`src/shared/pscpl_pkg.sv`:
```
// Contract
// Enable low and hold high: all outputs on; both low: aux rail only; enable high: off.
// Enable and main-rail hold inputs pass a debounce filter before use.
// A minimum lockout separates successive turn-on transitions of the outputs.
// Slot address pins pick I2C address 20h, 21h, 22h or 23h.
// Slot address pins are debounced before use.
// Slot address is captured once at power-up and then held.
// Later slot pin changes are ignored until a full power cycle.
// Primary and redundant I2C ports share the one latched address.
// During power-up the fault flag follows the system-hold output.
// Fault flag is pulled low when any output is out of specification.
// System-hold is pulled low while the unit powers up.
// System-hold is released once the supply is ready for control.
// Hold pin controls outputs only while software priority bit is clear.
// Debounce and lockout intervals are cycle counts, about 5 ms by default.
// Each open-drain output is a pull-down enable, high to drive low.
package pscpl_pkg;
   localparam int PSCPL_CLK_MHZ = 250;
   localparam int PSCPL_FILTER_MS = 5;
   localparam int PSCPL_FILTER_CYC = PSCPL_FILTER_MS * 1000 * PSCPL_CLK_MHZ;
   localparam int PSCPL_CNT_W = 21;
   localparam logic [6:0] PSCPL_ADDR_BASE = 7'h20;
   typedef enum logic [1:0] {
      PSCPL_OFF,
      PSCPL_AUX,
      PSCPL_ALL
   } pscpl_out_t;
endpackage

```
`src/hw/pscpl_ctrl.sv`:
```
`timescale 1ns/10ps
module pscpl_ctrl
   import pscpl_pkg::*;
#(
   parameter int FILTER_CYC = PSCPL_FILTER_CYC,
   parameter int LOCKOUT_CYC = PSCPL_FILTER_CYC
) (
   input wire logic clock_i,
   input wire logic reset_i,
   input wire logic out_enable_n_i,
   input wire logic main_hold_n_i,
   input wire logic slot_addr_bit0_n_i,
   input wire logic slot_addr_bit1_n_i,
   input wire logic sw_priority_i,
   input wire logic sw_main_on_i,
   input wire logic supply_ready_i,
   input wire logic out_of_spec_i,
   output logic main_rails_on_o,
   output logic aux_3v3_rail_o,
   output logic [6:0] i2c_addr_primary_o,
   output logic [6:0] i2c_addr_redundant_o,
   output logic addr_valid_o,
   output logic system_hold_n_pd_o,
   output logic fault_flag_n_pd_o
);
   ////////////////////////////////////////////////////////////////////////////////
   typedef struct packed {
      logic [3:0] raw;
      logic [3:0] flt;
      logic [3:0][PSCPL_CNT_W-1:0] cnt;
      logic [PSCPL_CNT_W-1:0] lock_cnt;
      logic [1:0] addr;
      logic addr_done;
      logic ready;
      pscpl_out_t mode;
   } pscpl_state_t;

   pscpl_state_t st_r;
   pscpl_state_t st_nxt;
   logic [3:0] pins;
   logic [3:0] stable;
   logic want_main;
   logic want_aux;
   localparam logic [PSCPL_CNT_W-1:0] FILT_LAST = PSCPL_CNT_W'(FILTER_CYC - 1);
   localparam logic [PSCPL_CNT_W-1:0] LOCK_LOAD = PSCPL_CNT_W'(LOCKOUT_CYC);

   assign pins = {slot_addr_bit1_n_i, slot_addr_bit0_n_i, main_hold_n_i, out_enable_n_i};

   // Each input must hold a new level for the full interval before it is accepted.
   for (genvar i = 0; i < 4; i++) begin : g_filt
      assign stable[i] = (st_r.raw[i] == pins[i]) && (st_r.cnt[i] == FILT_LAST);
   end

   ////////////////////////////////////////////////////////////////////////////////
   always_comb begin
      st_nxt = st_r;
      st_nxt.raw = pins;
      // The counter runs while a pin keeps its level and rests at the last count.
      // Pins that never move settle too, so the slot pins at their idle level are usable.
      for (int i = 0; i < 4; i++) begin
         if (st_r.raw[i] != pins[i]) begin
            st_nxt.cnt[i] = '0;
         end else if (stable[i]) begin
            st_nxt.flt[i] = pins[i];
         end else begin
            st_nxt.cnt[i] = st_r.cnt[i] + PSCPL_CNT_W'(1);
         end
      end
      // The address is taken once, after the first full filter window since reset.
      if (!st_r.addr_done && stable[2] && stable[3]) begin
         st_nxt.addr = ~pins[3:2];
         st_nxt.addr_done = 1'b1;
      end
      // Ready stays set until reset, so a later drop of the supply input is ignored.
      if (st_r.addr_done && !st_r.ready && supply_ready_i) begin
         st_nxt.ready = 1'b1;
      end
      want_aux = st_r.ready && !st_r.flt[0];
      want_main = want_aux && (sw_priority_i ? sw_main_on_i : st_r.flt[1]);
      if (st_r.lock_cnt != '0) begin
         st_nxt.lock_cnt = st_r.lock_cnt - PSCPL_CNT_W'(1);
      end
      unique case (st_r.mode)
         PSCPL_OFF: begin
            if (want_aux && st_r.lock_cnt == '0) begin
               st_nxt.mode = want_main ? PSCPL_ALL : PSCPL_AUX;
               st_nxt.lock_cnt = LOCK_LOAD;
            end
         end
         PSCPL_AUX: begin
            if (!want_aux) begin
               st_nxt.mode = PSCPL_OFF;
            end else if (want_main && st_r.lock_cnt == '0) begin
               st_nxt.mode = PSCPL_ALL;
               st_nxt.lock_cnt = LOCK_LOAD;
            end
         end
         PSCPL_ALL: begin
            if (!want_aux) begin
               st_nxt.mode = PSCPL_OFF;
            end else if (!want_main) begin
               st_nxt.mode = PSCPL_AUX;
            end
         end
         default: st_nxt.mode = PSCPL_OFF;
      endcase
   end

   always_ff @(posedge clock_i) begin
      if (reset_i) begin
         st_r <= '{raw: 4'hF, flt: 4'hF, cnt: '0, lock_cnt: '0, addr: 2'h0,
                   addr_done: 1'b0, ready: 1'b0, mode: PSCPL_OFF};
      end else begin
         st_r <= st_nxt;
      end
   end

   ////////////////////////////////////////////////////////////////////////////////
   assign main_rails_on_o = (st_r.mode == PSCPL_ALL);
   assign aux_3v3_rail_o = (st_r.mode != PSCPL_OFF);
   assign i2c_addr_primary_o = PSCPL_ADDR_BASE | {5'h00, st_r.addr};
   assign i2c_addr_redundant_o = PSCPL_ADDR_BASE | {5'h00, st_r.addr};
   assign addr_valid_o = st_r.addr_done;
   assign system_hold_n_pd_o = !st_r.ready;
   assign fault_flag_n_pd_o = st_r.ready ? out_of_spec_i : !st_r.ready;
endmodule

```
`config.mk`:
```
export PLATFORM = sky130hd
export DESIGN_NAME = pscpl_ctrl
export DESIGN_NICKNAME = d
export VERILOG_FILES = /design/src/shared/pscpl_pkg.sv /design/src/hw/pscpl_ctrl.sv
export SDC_FILE = /design/constraint.sdc
export NUM_CORES = 1
export LEC_CHECK = 0
export BUFFER_PORTS_ARGS = -buffer_cell sky130_fd_sc_hd__buf_2
export CORE_MARGIN = 2
export CORE_UTILIZATION = 60
export DETAILED_ROUTE_END_ITERATION = 16
export GPL_ROUTABILITY_DRIVEN = 0
export PLACE_DENSITY = 0.8
export SYNTH_ARGS = -nofsm -noshare
export SYNTH_HDL_FRONTEND = slang
export SYNTH_SLANG_ARGS = --single-unit
export TNS_END_PERCENT = 50
```
`constraint.sdc`:
```
create_clock -name clock_i -period 4.2 [get_ports clock_i]
set_input_delay 0 -clock clock_i [delete_from_list [all_inputs] [get_ports clock_i]]
set_output_delay 0 -clock clock_i [all_outputs]
set_load 0.1 [all_outputs]
```
==> impl_metrics.env <==
export IMPL_clk_pin_slew_worst_paths_ps=60
export IMPL_crit_buf_inv=1
export IMPL_cpMaxStageDelayCell="or3_1"
export IMPL_final_nets=672
export IMPL_slew_viol_final=0
export IMPL_critPathMaxFanout=15
export IMPL_finalPower_mw=3.256
export IMPL_ys_async_sr_fraction=0
export IMPL_antenna_found_initial=0
export IMPL_grt_first_pass_wirelength_mm=18.46
export IMPL_firstDrtPassIters=5
export IMPL_setup_violations=0
export IMPL_reg2reg_slack_ps=1600
export IMPL_maxSlewHeadroom=0.3635
export IMPL_fillCellCount=678
export IMPL_hold_viol=0
export IMPL_start_util=0.6211
export IMPL_ios=29
export IMPL_cp_slowest_stage_delay_ps=680
export IMPL_required_ps=4570
export IMPL_power_density_nw_per_um2=526.5
export IMPL_fin_skew_ps=12.58
export IMPL_max_vdd_ir_drop_uv=454.3
export IMPL_dp_hpwl_mm=7.103
export IMPL_finalWirelength_mm=10.73
export IMPL_overflow=0
export IMPL_syn_mean_instance_area_um2=8.544
export IMPL_final_layout_size_suffix_gt1_frac=0.09132
export IMPL_hp_class="input pin to register"
export IMPL_utilization=0.7057
export IMPL_insertion_delay_ps=510
export IMPL_finalSetupTns_ps=0
export IMPL_crit_type="register to register"
export IMPL_worst_slew_pin_slew_ps=947.4
export IMPL_critPathArrivalTime_ps=2970
export IMPL_rsz0062_at_grt="false"
export IMPL_status="finished clean"
export IMPL_cts_root_buf="clkbuf_8"
export IMPL_syn_area_um2=5443
export IMPL_grt_usage=0.2287
export IMPL_diodes=0
export IMPL_route_detailed_drc=0
export IMPL_htreeDepth=4
export IMPL_synthesis_yosys_warnings=0
export IMPL_drv_cap=0
export IMPL_synthFlopType="dfxtp_1"
export IMPL_ys_seq_area_frac=0.4303
export IMPL_crit_chain="inv_1, ha_1, nor3b_1, nand4_1, or3_1, nand2b_4, a21oi_1"
export IMPL_synth_edf_count=0
export IMPL_cts_buffer_depth=2
export IMPL_area_growth_syn_to_layout_pct=13.63
export IMPL_rows=34
export IMPL_drtAntennaViolNets=0
export IMPL_core_area_um2=8763
export IMPL_synth_seq_cells=117
export IMPL_numCtsBuffers=17
export IMPL_cp_end_kind="register"
export IMPL_cts_tree="done"
export IMPL_io_buffer_count=18
export IMPL_fin_crit_ps=2598
export IMPL_fin_crit_sh=0.6187
export IMPL_dieArea_um2=9849
export IMPL_die_w_um=99.24
export IMPL_synthCells=637
export IMPL_ys_types=47
export IMPL_path_delay_family="simple AND/OR/NAND/NOR gates"
export IMPL_clock_sinks=117
export IMPL_wl_per_cell_um=13.83
export IMPL_vias_per_cell=5.729
export IMPL_cp_start_kind="register"
export IMPL_p_leak_nw=2.095
export IMPL_die_h_um=99.24
export IMPL_place_area_um2=5504
export IMPL_max_freq_mhz=384.8
export IMPL_first_global_vias=4186
export IMPL_final_area_um2=6185
export IMPL_drt_iter0_markers=168
export IMPL_post_cts_resized=0
export IMPL_vias=4446
export IMPL_grt_max_degree=26
[registers in the layout, summed over array words and instances (netlist names)]
signal / count
addr_valid_o: 1
i2c_addr_primary_o: 2
st_r: 114
[synth_stat cells, types with 5 or more instances]
library cell,n,area (um^2)
a21oi_1,33,165.2
and2_1,7,43.79
and3_1,7,43.79
and4_1,5,43.79
buf_4,14,105.1
clkbuf_1,15,56.30
dfxtp_1,117,2342
ha_1,5,62.56
inv_1,19,71.32
mux2i_1,7,70.07
nand2_1,32,120.1
nand2b_1,10,62.56
nand3_1,32,160.2
nand4_1,19,118.9
nor2_1,94,352.8
nor3_1,14,70.07
nor4_1,14,87.58
nor4b_1,8,70.07
o21ai_0,26,130.1
or2_2,10,62.56
or3_1,24,150.1
or4_1,7,52.55
xnor2_1,30,262.8
xor2_1,43,376.6
[through the flow]
step | setup WS, ps | hold WS, ps | instances
after CTS | 1615 | 16.11 | 776
after detailed placement | 1636 | 240.7 | 738
final | 1602 | 32.52 | 776
after floorplan | 1921 | 106.6 | 645
after global placement | 1757 | 234.4 | 738
after global routing | 1292 | 82.28 | 776
[area by class of cell]
class | count | area, um^2 | share of cell area
multi-input cells | 476 | 2865 | 0.4633
inverters | 19 | 71.32 | 0.01153
repair buffers | 26 | 170.2 | 0.02751
flip-flops and latches | 117 | 2342 | 0.3787
clock inverters | 10 | 155.1 | 0.02509
clock buffers | 20 | 445.4 | 0.07202
well taps | 108 | 135.1 | 0.02185
[worst register-to-register path, stage by stage, from the launching register on]
cell and delay [ps]:
dfxtp_1 340, inv_1 60, ha_1 190, nor3b_1 410, nand4_1 490, or3_1 680
nand2b_4 220, a21oi_1 60
[what timing repair did]
| item | 4_1_cts | 5_1_grt |
|---|---|---|
| endpoints found under the hold margin | 18 | 0 |
| hold buffers | 8 | 0 |
| setup buffers | 0 | 0 |
[worst paths after layout]
path,end,cells after the start,start
worst max-delay path,st_r[17],7,st_r[6]
worst min-delay path,st_r[0],5,sw_priority_i
worst max register to register,st_r[17],7,st_r[6]
worst min register to register,st_r[21],2,st_r[21]
[metal layers]
metal / track usage / part of all wire / up-vias
met5: 0 / 0 / -
met4: 0.08957 / 0.0099 / 0
met3: 0.04849 / 0.036 / 19
met2: 0.3831 / 0.48 / 91
met1: 0.2897 / 0.48 / 2093
li1: - / - / 2243
[cell families after synthesis]
| kind of cell | share of synthesized area |
|---|---|
| multiplexers | 0.01494 |
| adder cells (fa/ha/maj) | 0.01149 |
| flip-flops | 0.4303 |
| AND/OR/NAND/NOR | 0.2915 |
| AO/OA/AOI/OAI | 0.08414 |
| XOR/XNOR | 0.1175 |
| buffers and inverters | 0.04873 |
| other | 0.001380 |
[report_power, final]
| part | internal, mW | switching [mW] | total, mW |
|---|---|---|---|
| logic | 0.202 | 0.340 | 0.542 |
| clock network | 0.982 | 0.482 | 1.46 |
| registers | 1.18 | 0.0693 | 1.25 |
[cell usage in the layout, fill, tap and decap left out, types with 8 or more instances in the layout]
cell / synthesis / final
dfxtp_1: 117 / 117
nor2_1: 94 / 94
xor2_1: 43 / 43
a21oi_1: 33 / 33
nand2_1: 32 / 32
nand3_1: 32 / 32
xnor2_1: 30 / 30
o21ai_0: 26 / 26
or3_1: 24 / 24
inv_1: 19 / 19
nand4_1: 19 / 19
buf_2: 2 / 18
clkbuf_16: 0 / 16
nor4_1: 14 / 14
nor3_1: 14 / 14
or2_2: 10 / 10
nand2b_1: 10 / 10
conb_1: 2 / 10
nor4b_1: 8 / 8
dlygate4sd3_1: 0 / 8
(Power assumes the default switching activity.)
